$ cat config.mk
export PLATFORM = sky130hd
export DESIGN_NAME = ftal_top
export DESIGN_NICKNAME = d
export VERILOG_FILES = /design/src/ftal_pkg.sv /design/src/ftal_alarm.sv /design/src/ftal_top.sv
export SDC_FILE = /design/constraint.sdc
export NUM_CORES = 1
export LEC_CHECK = 0
export ABC_AREA = 1
export BUFFER_PORTS_ARGS = -buffer_cell sky130_fd_sc_hd__buf_2
export CAP_MARGIN = 25
export CORE_UTILIZATION = 25
export CTS_BUF_LIST = sky130_fd_sc_hd__clkbuf_16
export DETAILED_ROUTE_END_ITERATION = 7
export PLACE_DENSITY_LB_ADDON = 0.25
export RECOVER_POWER = 50
export SLEW_MARGIN = 20
export SYNTH_ARGS = -nofsm -noshare
export SYNTH_HDL_FRONTEND = slang
export SYNTH_SLANG_ARGS = --single-unit
$ cat constraint.sdc
create_clock -name clock -period 2.8 [get_ports clock]
set_input_delay 0.42 -clock clock [delete_from_list [all_inputs] [get_ports clock]]
set_output_delay 0.42 -clock clock [all_outputs]
set_load 0.05 [all_outputs]
$ cat src/ftal_pkg.sv
// package: constants for the failure transfer and alarm block
package ftal_pkg;
   // alarm function selector codes (4 bits, other codes are ordinary alarms)
   localparam logic [3:0] FN_NONE        = 4'h0;
   localparam logic [3:0] FN_LOOP_BREAK  = 4'h1;
   localparam logic [3:0] FN_SENSOR_BRK  = 4'h2;
   localparam logic [3:0] FN_DWELL_TIMER = 4'h3;
   // alarm mode selector codes
   localparam logic [1:0] MD_NORMAL      = 2'h0;
   localparam logic [1:0] MD_LATCH       = 2'h1;
   localparam logic [1:0] MD_HOLD        = 2'h2;
   localparam logic [1:0] MD_LATCH_HOLD  = 2'h3;
   // process value source selector codes
   localparam logic [2:0] PV_IN1         = 3'h0;
   localparam logic [2:0] PV_IN2         = 3'h1;
   localparam logic [2:0] PV_DIFF12      = 3'h2;
   localparam logic [2:0] PV_DIFF21      = 3'h3;
   // set point source selector codes
   localparam logic [1:0] SPS_LOCAL      = 2'h0;
   localparam logic [1:0] SPS_IN1        = 2'h1;
   localparam logic [1:0] SPS_IN2        = 2'h2;
   // input range selector codes
   localparam logic [1:0] RNG_OTHER      = 2'h0;
   localparam logic [1:0] RNG_CURRENT    = 2'h1;
   localparam logic [1:0] RNG_VOLTAGE    = 2'h2;
   // input thresholds, microamps and millivolts
   localparam logic [15:0] MIN_CURRENT_UA = 16'h03E8;
   localparam logic [15:0] MIN_VOLTAGE_MV = 16'h00FA;
   // output 2 role selector
   localparam logic [1:0] ROLE_COOLING   = 2'h1;
   localparam logic [1:0] ROLE_ALARM2    = 2'h2;
   // output 1 action selector
   localparam logic       ACT_REVERSE    = 1'b0;
   // percent scale in 0.1 % units; bumpless code above the top of scale
   localparam logic [10:0] PCT_FULL      = 11'h3E8;
   localparam logic [10:0] BUMPLESS_CODE = 11'h7FF;
   // timing: 100 MHz clock
   localparam int CLK_HZ        = 100_000_000;
   localparam int POWER_UP_MS   = 2500;
   localparam longint POWER_UP_CYC = longint'(CLK_HZ) / 1000 * POWER_UP_MS;
   localparam int LB_MAX_S      = 120;
   // one tick per second drives the loop break window counter
   localparam longint SEC_CYC   = longint'(CLK_HZ);
endpackage

$ cat src/ftal_alarm.sv
// one alarm channel: function, mode, failure transfer and loop break window
`timescale 1ns/1ns
`default_nettype none
module ftal_alarm (
   input  wire logic        clock,
   input  wire logic        rst,
   input  wire logic        enable,
   input  wire logic [3:0]  func_sel,
   input  wire logic [1:0]  mode_sel,
   input  wire logic        failure_state,
   input  wire logic        cond_in,
   input  wire logic        pv_at_sp,
   input  wire logic        failure_mode,
   input  wire logic        latch_clear,
   input  wire logic        sec_tick,
   input  wire logic        cv1_at_max,
   input  wire logic        cv1_at_min,
   input  wire logic        pv_rose,
   input  wire logic        pv_fell,
   input  wire logic [7:0]  window_s,
   output logic             alarm_out,
   output logic             params_hidden,
   output logic             loop_break
);
   logic       is_loopbrk;
   logic       is_sb;
   logic       is_tm;
   logic       hold_req;
   logic       armed_r;
   logic       latched_r;
   logic [7:0] win_cnt_r;
   logic       raw_cond;
   logic       live;

   assign is_loopbrk = enable && func_sel == ftal_pkg::FN_LOOP_BREAK;
   assign is_sb = enable && func_sel == ftal_pkg::FN_SENSOR_BRK;
   assign is_tm = enable && func_sel == ftal_pkg::FN_DWELL_TIMER;
   // dwell time, set point, deviation and hysteresis hidden
   assign params_hidden = is_loopbrk || is_sb;
   // holding for every function except the two break alarms
   assign hold_req = (mode_sel == ftal_pkg::MD_HOLD || mode_sel == ftal_pkg::MD_LATCH_HOLD)
                     && !is_loopbrk && !is_sb;

   // ****************************************************************
   // loop break window
   // ****************************************************************
   // counts seconds only while cv1 stays pinned without pv response
   always_ff @(posedge clock) begin
      if (rst) begin
         win_cnt_r <= 8'h00;
      end else if (!is_loopbrk || !(cv1_at_max || cv1_at_min)
                   || (cv1_at_max && pv_rose) || (cv1_at_min && pv_fell)) begin
         win_cnt_r <= 8'h00;
      end else if (sec_tick && win_cnt_r < window_s) begin
         win_cnt_r <= win_cnt_r + 8'h01;
      end
   end
   assign loop_break = is_loopbrk && window_s != 8'h00 && win_cnt_r >= window_s;

   // condition source per function
   assign raw_cond = is_loopbrk ? loop_break : (is_sb ? failure_mode : cond_in);

   // hold arms once pv reaches set point
   always_ff @(posedge clock) begin
      if (rst) begin
         armed_r <= 1'b0;
      end else if (pv_at_sp) begin
         armed_r <= 1'b1;
      end
   end
   assign live = raw_cond && (!hold_req || armed_r);

   // latching keeps output until event clears it; set beats clear
   always_ff @(posedge clock) begin
      if (rst) begin
         latched_r <= 1'b0;
      end else if (live && (mode_sel == ftal_pkg::MD_LATCH
                            || mode_sel == ftal_pkg::MD_LATCH_HOLD)) begin
         latched_r <= 1'b1;
      end else if (latch_clear) begin
         latched_r <= 1'b0;
      end
   end

   // ****************************************************************
   // output with failure transfer
   // ****************************************************************
   always_ff @(posedge clock) begin
      if (rst) begin
         alarm_out <= 1'b0;
      end else if (!enable) begin
         alarm_out <= 1'b0;
      end else if (failure_mode && !is_tm) begin
         alarm_out <= (is_loopbrk || is_sb) ? 1'b1 : failure_state;
      end else begin
         alarm_out <= live || latched_r;
      end
   end

   property p_break_on;
      @(posedge clock) disable iff (rst)
      (failure_mode && (is_loopbrk || is_sb)) |=> alarm_out;
   endproperty
   a_break_on: assert property (p_break_on) else $error("break alarm not forced on");

   property p_preset;
      @(posedge clock) disable iff (rst)
      (failure_mode && enable && !is_tm && !is_loopbrk && !is_sb)
      |=> alarm_out == $past(failure_state);
   endproperty
   a_preset: assert property (p_preset) else $error("alarm failure preset ignored");

   property p_normal;
      @(posedge clock) disable iff (rst)
      (enable && !failure_mode && mode_sel == ftal_pkg::MD_NORMAL && !latched_r && !hold_req)
      |=> alarm_out == $past(raw_cond);
   endproperty
   a_normal: assert property (p_normal) else $error("normal alarm mismatch");

   property p_latch;
      @(posedge clock) disable iff (rst)
      (latched_r && !latch_clear) |=> latched_r;
   endproperty
   a_latch: assert property (p_latch) else $error("latch dropped");

   property p_win_restart;
      @(posedge clock) disable iff (rst)
      (is_loopbrk && !cv1_at_max && !cv1_at_min) |=> win_cnt_r == 8'h00;
   endproperty
   a_win_restart: assert property (p_win_restart) else $error("window not restarted");
endmodule
`default_nettype wire

$ cat src/ftal_top.sv
// top: failure detection, output failure transfer and two alarm channels
`timescale 1ns/1ns
`default_nettype none
// Behaviour
// - alarm 1 loop break by function select
// - alarm 2 loop break needs output-2 alarm role
// - loop break hides alarm adjust parameters
// - loop break never applies holding
// - window twice integral time, max 120s
// - pinned cv1 without pv response trips alarm
// - either alarm may be sensor break
// - sensor break alarm follows failure mode
// - sensor break hides alarm adjust parameters
// - sensor break never applies holding
// - input-1 break error when input 1 used
// - input-2 break error when input 2 used
// - failure mode from breaks or converter fault
// - transfer at power-up, failure, manual, calibration
// - output 1 bumpless uses averaged cv1
// - output 1 preset percentage on transfer
// - on-off output 1 off reverse, on direct
// - cooling output 2 bumpless uses averaged cv2
// - cooling output 2 preset percentage
// - alarms take preset state on failure
// - break alarms forced on in failure
// - dwell timer alarm keeps normal behaviour
// - normal mode follows alarm condition
// - latch holds until event input
module ftal_top #(
   parameter longint POWER_UP_CYCLES = ftal_pkg::POWER_UP_CYC,
   parameter longint SECOND_CYCLES   = ftal_pkg::SEC_CYC
) (
   input  wire logic        clock,
   input  wire logic        rst,
   input  wire logic        in1_open,
   input  wire logic [1:0]  in1_range,
   input  wire logic [15:0] in1_level,
   input  wire logic        in2_open,
   input  wire logic [1:0]  in2_range,
   input  wire logic [15:0] in2_level,
   input  wire logic        adc_failed,
   input  wire logic [2:0]  process_value_select,
   input  wire logic [1:0]  setpoint_source_select,
   input  wire logic        manual_mode,
   input  wire logic        calibration_mode,
   input  wire logic [10:0] control_variable_one,
   input  wire logic [10:0] control_variable_two,
   input  wire logic [10:0] cv1_average,
   input  wire logic [10:0] cv2_average,
   input  wire logic        cv1_on,
   input  wire logic [15:0] first_proportional_band,
   input  wire logic        output1_action_select,
   input  wire logic [10:0] output1_failure_setting,
   input  wire logic [10:0] output2_failure_setting,
   input  wire logic [1:0]  output2_role_select,
   input  wire logic [7:0]  first_integral_time,
   input  wire logic        pv_rose,
   input  wire logic        pv_fell,
   input  wire logic        pv_at_sp,
   input  wire logic        latch_clear_event,
   input  wire logic [3:0]  alarm1_function_select,
   input  wire logic [3:0]  alarm2_function_select,
   input  wire logic [1:0]  alarm1_mode_select,
   input  wire logic [1:0]  alarm2_mode_select,
   input  wire logic        alarm1_failure_state,
   input  wire logic        alarm2_failure_state,
   input  wire logic        alarm1_condition,
   input  wire logic        alarm2_condition,
   output logic             input1_break_error,
   output logic             input2_break_error,
   output logic             converter_fault_error,
   output logic             failure_mode,
   output logic             transfer_active,
   output logic [10:0]      output1_level,
   output logic             output1_switch,
   output logic [10:0]      output2_level,
   output logic             alarm1_out,
   output logic             alarm2_out,
   output logic             alarm1_params_hidden,
   output logic             alarm2_params_hidden,
   output logic             loop_break_active
);
   logic [31:0] pwr_cnt_r;
   logic        pwr_up;
   logic [31:0] sec_cnt_r;
   logic        sec_tick;
   logic [7:0]  window_s;
   logic        cv1_max;
   logic        cv1_min;
   logic        in1_used;
   logic        in2_used;
   logic        sb1;
   logic        sb2;
   logic        fail_now;
   logic        xfer;
   logic        on_off;
   logic        cooling;
   logic        loopbrk1;
   logic        loopbrk2;

   // break test: open wire, or live-zero underflow in current/voltage range
   function automatic logic brk(input logic open, input logic [1:0] rng,
                                input logic [15:0] lvl);
      brk = open
            || (rng == ftal_pkg::RNG_CURRENT && lvl < ftal_pkg::MIN_CURRENT_UA)
            || (rng == ftal_pkg::RNG_VOLTAGE && lvl < ftal_pkg::MIN_VOLTAGE_MV);
   endfunction

   // ****************************************************************
   // failure detection
   // ****************************************************************
   assign in1_used = process_value_select != ftal_pkg::PV_IN2
                     || setpoint_source_select == ftal_pkg::SPS_IN1;
   assign in2_used = process_value_select == ftal_pkg::PV_IN2
                     || process_value_select == ftal_pkg::PV_DIFF12
                     || process_value_select == ftal_pkg::PV_DIFF21
                     || setpoint_source_select == ftal_pkg::SPS_IN2;
   assign sb1 = in1_used && brk(in1_open, in1_range, in1_level);
   assign sb2 = in2_used && brk(in2_open, in2_range, in2_level);
   assign fail_now = sb1 || sb2 || adc_failed;

   // registered error flags; failure mode follows them
   always_ff @(posedge clock) begin
      if (rst) begin
         input1_break_error    <= 1'b0;
         input2_break_error    <= 1'b0;
         converter_fault_error <= 1'b0;
         failure_mode          <= 1'b0;
      end else begin
         input1_break_error    <= sb1;
         input2_break_error    <= sb2;
         converter_fault_error <= adc_failed;
         failure_mode          <= fail_now;
      end
   end

   // ****************************************************************
   // power-up window and second tick
   // ****************************************************************
   // reset stands in for power-on; counter saturates at the window end
   always_ff @(posedge clock) begin
      if (rst) begin
         pwr_cnt_r <= 32'h00000000;
      end else if (pwr_up) begin
         pwr_cnt_r <= pwr_cnt_r + 32'h00000001;
      end
   end
   assign pwr_up = pwr_cnt_r < 32'(POWER_UP_CYCLES);

   always_ff @(posedge clock) begin
      if (rst || sec_tick) begin
         sec_cnt_r <= 32'h00000000;
      end else begin
         sec_cnt_r <= sec_cnt_r + 32'h00000001;
      end
   end
   assign sec_tick = sec_cnt_r == 32'(SECOND_CYCLES - 1);

   // window is twice the integral time, clipped at the maximum
   assign window_s = ({1'b0, first_integral_time} * 9'h002 > 9'(ftal_pkg::LB_MAX_S))
                     ? 8'(ftal_pkg::LB_MAX_S)
                     : 8'({1'b0, first_integral_time} * 9'h002);
   assign cv1_max = control_variable_one >= ftal_pkg::PCT_FULL;
   assign cv1_min = control_variable_one == 11'h000;

   // ****************************************************************
   // output failure transfer
   // ****************************************************************
   assign xfer    = pwr_up || failure_mode || manual_mode || calibration_mode;
   assign on_off  = first_proportional_band == 16'h0000;
   assign cooling = output2_role_select == ftal_pkg::ROLE_COOLING;

   // output 1: bumpless, preset percent, or on-off forced state
   always_ff @(posedge clock) begin
      if (rst) begin
         output1_level  <= 11'h000;
         output1_switch <= 1'b0;
      end else if (!xfer) begin
         output1_level  <= control_variable_one;
         output1_switch <= cv1_on;
      end else if (on_off) begin
         output1_level  <= 11'h000;
         output1_switch <= output1_action_select != ftal_pkg::ACT_REVERSE;
      end else if (output1_failure_setting == ftal_pkg::BUMPLESS_CODE) begin
         output1_level  <= cv1_average;
         output1_switch <= 1'b0;
      end else begin
         // out-of-scale presets clamp to full rather than drive garbage
         output1_level  <= (output1_failure_setting > ftal_pkg::PCT_FULL)
                           ? ftal_pkg::PCT_FULL : output1_failure_setting;
         output1_switch <= 1'b0;
      end
   end

   // output 2 only transfers in cooling role; bumpless keyed on its own setting
   always_ff @(posedge clock) begin
      if (rst) begin
         output2_level <= 11'h000;
      end else if (!cooling) begin
         output2_level <= 11'h000;
      end else if (!xfer) begin
         output2_level <= control_variable_two;
      end else if (output2_failure_setting == ftal_pkg::BUMPLESS_CODE) begin
         output2_level <= cv2_average;
      end else begin
         output2_level <= (output2_failure_setting > ftal_pkg::PCT_FULL)
                          ? ftal_pkg::PCT_FULL : output2_failure_setting;
      end
   end
   assign transfer_active = xfer;

   // ****************************************************************
   // alarm channels
   // ****************************************************************
   ftal_alarm u_alarm1 (
      .clock         (clock),
      .rst           (rst),
      .enable        (1'b1),
      .func_sel      (alarm1_function_select),
      .mode_sel      (alarm1_mode_select),
      .failure_state (alarm1_failure_state),
      .cond_in       (alarm1_condition),
      .pv_at_sp      (pv_at_sp),
      .failure_mode  (failure_mode),
      .latch_clear   (latch_clear_event),
      .sec_tick      (sec_tick),
      .cv1_at_max    (cv1_max),
      .cv1_at_min    (cv1_min),
      .pv_rose       (pv_rose),
      .pv_fell       (pv_fell),
      .window_s      (window_s),
      .alarm_out     (alarm1_out),
      .params_hidden (alarm1_params_hidden),
      .loop_break    (loopbrk1)
   );

   // alarm 2 exists only when output 2 is in its alarm role
   ftal_alarm u_alarm2 (
      .clock         (clock),
      .rst           (rst),
      .enable        (output2_role_select == ftal_pkg::ROLE_ALARM2),
      .func_sel      (alarm2_function_select),
      .mode_sel      (alarm2_mode_select),
      .failure_state (alarm2_failure_state),
      .cond_in       (alarm2_condition),
      .pv_at_sp      (pv_at_sp),
      .failure_mode  (failure_mode),
      .latch_clear   (latch_clear_event),
      .sec_tick      (sec_tick),
      .cv1_at_max    (cv1_max),
      .cv1_at_min    (cv1_min),
      .pv_rose       (pv_rose),
      .pv_fell       (pv_fell),
      .window_s      (window_s),
      .alarm_out     (alarm2_out),
      .params_hidden (alarm2_params_hidden),
      .loop_break    (loopbrk2)
   );
   assign loop_break_active = loopbrk1 || loopbrk2;

   property p_fail_entry;
      @(posedge clock) disable iff (rst)
      adc_failed |=> failure_mode;
   endproperty
   a_fail_entry: assert property (p_fail_entry) else $error("converter fault missed");

   property p_sb1;
      @(posedge clock) disable iff (rst)
      (process_value_select == ftal_pkg::PV_IN1 && (in1_open
       || (in1_range == ftal_pkg::RNG_CURRENT && in1_level < ftal_pkg::MIN_CURRENT_UA)))
      |=> input1_break_error;
   endproperty
   a_sb1: assert property (p_sb1) else $error("input 1 break missed");

   property p_sb2;
      @(posedge clock) disable iff (rst)
      (process_value_select == ftal_pkg::PV_IN2 && (in2_open
       || (in2_range == ftal_pkg::RNG_VOLTAGE && in2_level < ftal_pkg::MIN_VOLTAGE_MV)))
      |=> input2_break_error;
   endproperty
   a_sb2: assert property (p_sb2) else $error("input 2 break missed");

   property p_onoff;
      @(posedge clock) disable iff (rst)
      (xfer && on_off) |=> output1_switch == ($past(output1_action_select)
                                                     != ftal_pkg::ACT_REVERSE);
   endproperty
   a_onoff: assert property (p_onoff) else $error("on-off transfer state wrong");

   property p_bumpless1;
      @(posedge clock) disable iff (rst)
      (xfer && !on_off && output1_failure_setting == ftal_pkg::BUMPLESS_CODE)
      |=> output1_level == $past(cv1_average);
   endproperty
   a_bumpless1: assert property (p_bumpless1) else $error("output 1 not bumpless");

   property p_preset2;
      @(posedge clock) disable iff (rst)
      (xfer && cooling && output2_failure_setting <= ftal_pkg::PCT_FULL)
      |=> output2_level == $past(output2_failure_setting);
   endproperty
   a_preset2: assert property (p_preset2) else $error("output 2 preset wrong");

   property p_powerup;
      @(posedge clock) $fell(rst) |-> transfer_active [*4];
   endproperty
   a_powerup: assert property (p_powerup) else $error("no transfer after power-up");
endmodule
`default_nettype wire

==> impl_metrics.tcl, run 1 <==
set metrics [dict create \
    violations "max-capacitance violations, max-slew violations" \
    htreeDepth 3 \
    synth-edff-count 0 \
    fin_crit_sh_pct 95.1 \
    vias 7034 \
    setup_slack_ns 0.138 \
    ys_seq_area_share_pct 33.9 \
    holdCritStartpoint "pv_at_sp" \
    hold_viol 0 \
    path_max_fanout 22 \
    numCtsBuffers 9 \
    ant_nets 0 \
    period_needed_ns 2.66 \
    routedLengthMet1_um 9660 \
    synthArstFlopShare_pct 0 \
    cts_setup_buffers 0 \
    gp_congestion 0.887 \
    preCtsSetupSlack_ns 0.0810 \
    dp_hpwl_um 16800 \
    die_w_um 165 \
    placed_cells 1489 \
    cts_tree "yes" \
    crit_top_cell "nand2_1" \
    holdCritPathClass "in2reg" \
    grt_pass1_vias 6531 \
    drive_above_1_share_pct 20.1 \
    fin_nets 1343 \
    start_kind "flop" \
    io_pins 195 \
    critical_path_class "reg2out" \
    firstDrtPassIters 5 \
    wl_met2_um 9580 \
    tightest_slew_ns 1.59 \
    power_uw 3460 \
    rsz0062_at_grt "false" \
    synth_area_leaders "dfxtp_1, nand2_1, inv_1" \
    clk_pin_slew_worst_paths_ns 0.07 \
    drc 0 \
    grt_max_degree 34 \
    p_per_area_nw_per_um2 418 \
    post_synth_num_cell_types 49 \
    highest-signal-layer "met4" \
    die_h_um 165 \
    grt_antenna_before_repair 0 \
    end_kind "primary output" \
    yosysMostFrequentCell "nand2_1" \
    crit_arrival_ns 2.24 \
    crit_path_max_incr_delay_ns 0.38 \
    wl_met3_um 952 \
    synthesis.area_um2 6610 \
    start_util_pct 25.4 \
    ir_drop_uv 221 \
    final_area_um2 8280 \
    worstPathRequired_ns 2.38 \
    grt_pass1_wl_um 33100 \
    clock_skew_ns 0.0124 \
    viasPerCell 4.67 \
    yosys_warnings 0 \
    synth_area_per_cell_um2 6.82 \
    crit_start "pwr_cnt_r[16]$_SDFFE_PP0P_" \
    slew_headroom_pct -5.85 \
    fmaxAchievable_ghz 0.376 \
    synth_top_cell_by_area "dfxtp_1" \
    drv_slew 34 \
    status "finished with violations" \
    ys_seq_elements 112 \
    grt_use_total_pct 15.6 \
    portBuffers 192 \
    cts_root_buf "clkbuf_16" \
    synthTopCellsByCount "nand2_1, inv_1, nor2_1" \
    yosysTopAreaCellShare_pct 33.9 \
    critPathSlowestCell "dfxtp_1" \
    diodes 0 \
    grt_overflow 0 \
    crit_chain "nand2_1 -> o21bai_1 -> nand2_1 -> o21ai_0 -> a211oi_2 -> nand2_1 -> nand2_4 -> buf_2" \
    fin_setup_tns_ns 0 \
    drt_first_iter_violations 379 \
    dieArea_um2 27100 \
    max_cap_viol_count 1 \
    syn_inst 969 \
    clock_sinks 112 \
    syn_to_final_growth_pct 25.3 \
    dpl-instance-area_um2 8020 \
    ys.flop_type "dfxtp_1" \
    setup_viol 0 \
    fin_cells 1505 \
    clock_latency_ns 0.36 \
    cts.path.max_buffers 2 \
    routedWlPerCell_um 13.7 \
    leakage_uw 0.00335 \
    core_um2 26000 \
    fp-row-count 59 \
    routed_wl_um 20600 \
    r2r_start "pwr_cnt_r[16]$_SDFFE_PP0P_" \
]
[logic make-up after synthesis]
family                   synth area share [%]
AO/OA/AOI/OAI                            14.1
AND/OR/NAND/NOR                          36.1
adder cells (fa/ha/maj)                  3.03
buffers and inverters                    9.18
XOR/XNOR                                 3.58
flip-flops                               33.9
other                                  0.0568
[flip-flops by register name (all words and copies together) (netlist names)]
signal                 cells
u_alarm2.alarm_out         1
input1_break_error         1
u_alarm1.alarm_out         1
u_alarm1.latched_r         1
input2_break_error         1
u_alarm1.win_cnt_r         8
converter_fault_error      1
sec_cnt_r                 32
failure_mode               1
output1_level             11
u_alarm1.armed_r           1
output1_switch             1
pwr_cnt_r                 32
output2_level             11
u_alarm2.latched_r         1
u_alarm2.win_cnt_r         8
[repair_timing]
action,in CTS,in global routing
gates resized for setup,0,6
hold buffers,0,0
setup endpoints to repair,0,2
[stage by stage]
| stage | utilization, % | hold WS (ns) |
|---|---|---|
| after floorplan | - | 0.409 |
| after CTS | 32.1 | 0.258 |
| after detailed placement | 30.9 | 0.427 |
| final | 31.9 | 0.272 |
| after global placement | 30.9 | 0.422 |
| after global routing | 31.9 | 0.284 |
[final timing paths]
path / endpoint / slack (ns) / cells after the start
max: transfer_active / 0.14 / 8
min: u_alarm1.armed_r$_SDFFE_PP0P_ / 0.27 / 3
max reg2reg: pwr_cnt_r[6]$_SDFFE_PP0P_ / 0.35 / 10
min reg2reg: pwr_cnt_r[31]$_SDFFE_PP0P_ / 0.43 / 2
[cell usage in the layout (no fill, tap or decap), types with 10 or more instances in the layout]
cell	count
a211oi_1	11
nand2_1	192
ha_1	16
nor3b_1	10
nor4_1	21
nand4_1	37
xor2_1	20
buf_2	159
a31oi_1	11
o21ai_0	33
dfxtp_1	112
inv_1	124
a21oi_1	58
nand3_1	47
buf_4	14
nor3_1	36
clkbuf_1	36
nor2_1	114
nor2_2	11
[final cells by class]
class / instances / area (um2)
sequential: 112 / 2240
fill: 2914 / 17700
tap: 335 / 419
clock buffer: 9 / 225
timing repair buffer: 209 / 1040
multi-input combinational: 703 / 3770
clock inverter: 7 / 103
inverter: 130 / 488
[worst max-delay path, delay by kind of cell (launching register included)]
kind | cells | cell delay, ns
flip-flops | 1 | 0.38
buffers and inverters | 1 | 0.31
AO/OA/AOI/OAI | 3 | 0.48
AND/OR/NAND/NOR | 4 | 0.71
[per-layer routing]
layer,global-route usage (%),vias to the layer above
met2,25.7,192
met5,0,-
li1,-,3642
met3,2.69,27
met4,5.80,0
met1,20.3,3173
[power by group]
group          switching [uW]  internal, uW  leakage, uW  total (uW)
clock network             648           795     0.000157        1440
logic                     247           143      0.00229         390
registers                12.1          1620     0.000909        1630
No activity file was read; power rests on OpenSTA's default activity.
==> run 2: changes to the inputs <==
==> constraint.sdc (replaced) <==
create_clock -name clock -period 2.4 [get_ports clock]
set_input_delay 0.36 -clock clock [delete_from_list [all_inputs] [get_ports clock]]
set_output_delay 0.36 -clock clock [all_outputs]
set_load 0.05 [all_outputs]
==> impl_metrics.tcl, run 2 (synthesized netlist as in run 1, its figures left out) <==
set metrics [dict create \
    status "finished with violations" \
    violations "max-capacitance violations, max-slew violations" \
    cp_num_buf_inv 3 \
    clock_skew_ns 0.00894 \
    worstPathRequired_ns 2.04 \
    clock_latency_ns 0.36 \
    leakage_uw 0.00348 \
    path_delay_family "simple AND/OR/NAND/NOR gates" \
    io_pins 195 \
    r2r_setup_slack_ns 0.23 \
    routedLengthMet1_um 9860 \
    portBuffers 192 \
    vias 7050 \
    dpl-instance-area_um2 8140 \
    comb_power_share_pct 12.0 \
    power_uw 3920 \
    cts_root_buf "clkbuf_16" \
    fin_cells 1528 \
    final_area_um2 8540 \
    tightest_slew_ns 1.74 \
    hold_viol 0 \
    viasPerCell 4.61 \
    fp-row-count 59 \
    fin_nets 1366 \
    ant_nets 0 \
    end_kind "primary output" \
    layout_common_cells "nand2_1, buf_2, inv_1, dfxtp_1, nor2_1" \
    drive_above_1_share_pct 23.2 \
    rsz0062_at_grt "true" \
    fin_crit_sh_pct 97.6 \
    fmaxAchievable_ghz 0.427 \
    reg_top3 "pwr_cnt_r x32, sec_cnt_r x32" \
    seq_power_share_pct 48.7 \
    highest-signal-layer "met4" \
    setup_viol 0 \
    start_kind "input port" \
    syn_to_final_growth_pct 29.2 \
    grt_use_total_pct 16.0 \
    pwr-share-clk_pct 39.3 \
    switching_share_pct 26.7 \
    placed_cells 1507 \
    htreeDepth 3 \
    period_needed_ns 2.34 \
    gp_congestion 0.889 \
    grt_pass1_vias 6945 \
    ir_drop_uv 282 \
    start_util_pct 25.4 \
    max_cap_viol_count 1 \
    clock_sinks 112 \
    grt_max_degree 34 \
    core_um2 26000 \
    grt_antenna_before_repair 0 \
    nFillCells 2847 \
    die_w_um 165 \
    grt_pass1_wl_um 34100 \
    routedWlPerCell_um 13.7 \
    crit_chain "buf_2 -> nand2_1 -> nor2_2 -> nand2_4 -> nand2_4 -> nor2_4 -> ha_1 -> inv_1 -> o31ai_1 -> nand3_1 -> nand3_1 -> nand2_2 -> nand2_2 -> buf_8" \
    p_int_uw 2870 \
    r2r_start "pwr_cnt_r[17]$_SDFFE_PP0P_" \
    wl_met2_um 9760 \
    crit_path_max_incr_delay_ns 0.29 \
    firstDrtPassIters 5 \
    drv_slew 34 \
    crit_start "first_integral_time[3]" \
    post-route-util_pct 32.9 \
    drt_first_iter_violations 439 \
    diodes 0 \
    crit_arrival_ns 1.98 \
    routed_wl_um 20900 \
    dp_hpwl_um 16900 \
    critical_path_class "in2out" \
    dieArea_um2 27100 \
    final_common_cell "nand2_1" \
    holdCritStartpoint "adc_failed" \
    critPathSlowestCell "ha_1" \
    hold-worst-slack_ns 0.225 \
    switchingPower_uw 1050 \
    die_h_um 165 \
    grt_overflow 0 \
    path_max_fanout 4 \
    numCtsBuffers 9 \
    cts_tree "yes" \
    slew_headroom_pct -16.2 \
    cts.path.max_buffers 2 \
    wl_met3_um 825 \
    clk_pin_slew_worst_paths_ns 0.08 \
    holdCritPathClass "in2reg" \
    drc 0 \
    p_per_area_nw_per_um2 459 \
]
==> run 2: cell count changes in the layout (fill, tap and decap cells not counted), moves of 3 or more <==
cell	previous run	this run
nand2_1	192	187
nor2_1	114	110
clkbuf_1	36	33
nand2_2	5	8
buf_4	14	36
nor2_4	3	6
==> run 2: repair_timing <==
| item | CTS | global route |
|---|---|---|
| pin swaps | 11 | 3 |
| resized for setup | 23 | 8 |
| endpoints found under the setup margin | 2 | 5 |
| hold buffers | 0 | 0 |
| buffers inserted | 1 | 4 |
==> run 2: through the flow <==
stage / TNS (ns) / setup WS (ns)
after global placement: -0.488 / -0.157
after CTS: 0 / 0.00580
after detailed placement: -1.21 / -0.181
after floorplan: 0 / 0.0495
after global routing: -0.0694 / -0.0573
final: 0 / 0.0565
==> run 2: layer usage <==
layer | track usage [%] | vias to the layer above
met5 | 0 | -
met4 | 5.67 | 0
met3 | 2.79 | 27
met2 | 27.3 | 176
met1 | 20.3 | 3146
li1 | - | 3701
==> run 2: path summary, 6_finish.rpt <==
check	cells after the start	endpoint
setup reg to reg	11	output1_level[4]$_SDFF_PP0_
hold / removal	3	converter_fault_error$_SDFF_PP0_
setup / recovery	14	loop_break_active
hold reg to reg	2	pwr_cnt_r[28]$_SDFFE_PP0P_
==> run 2: layout make-up <==
class,count,area [um2],share of cell area [%]
clock buffers,9,225,2.64
clock inverters,7,62.6,0.733
inverters,130,488,5.72
multi-input cells,703,3870,45.3
flip-flops and latches,112,2240,26.3
well taps,335,419,4.91
repair buffers,232,1230,14.4
==> run 2: power groups by stage <==
stage | Sequential [uW] | Clock (uW) | Combinational (uW)
after global placement | 1950 | 0 | 465
after global routing | 1910 | 1670 | 519
final | 1910 | 1540 | 470
after CTS | 1910 | 1610 | 480
after floorplan | 2020 | 0 | 152
after detailed placement | 1950 | 0 | 468
==> run 2: tightest hold or removal path, stage by stage <==
cell and delay (ns):
buf_2 0.07, inv_1 0.05, nor2_1 0.07
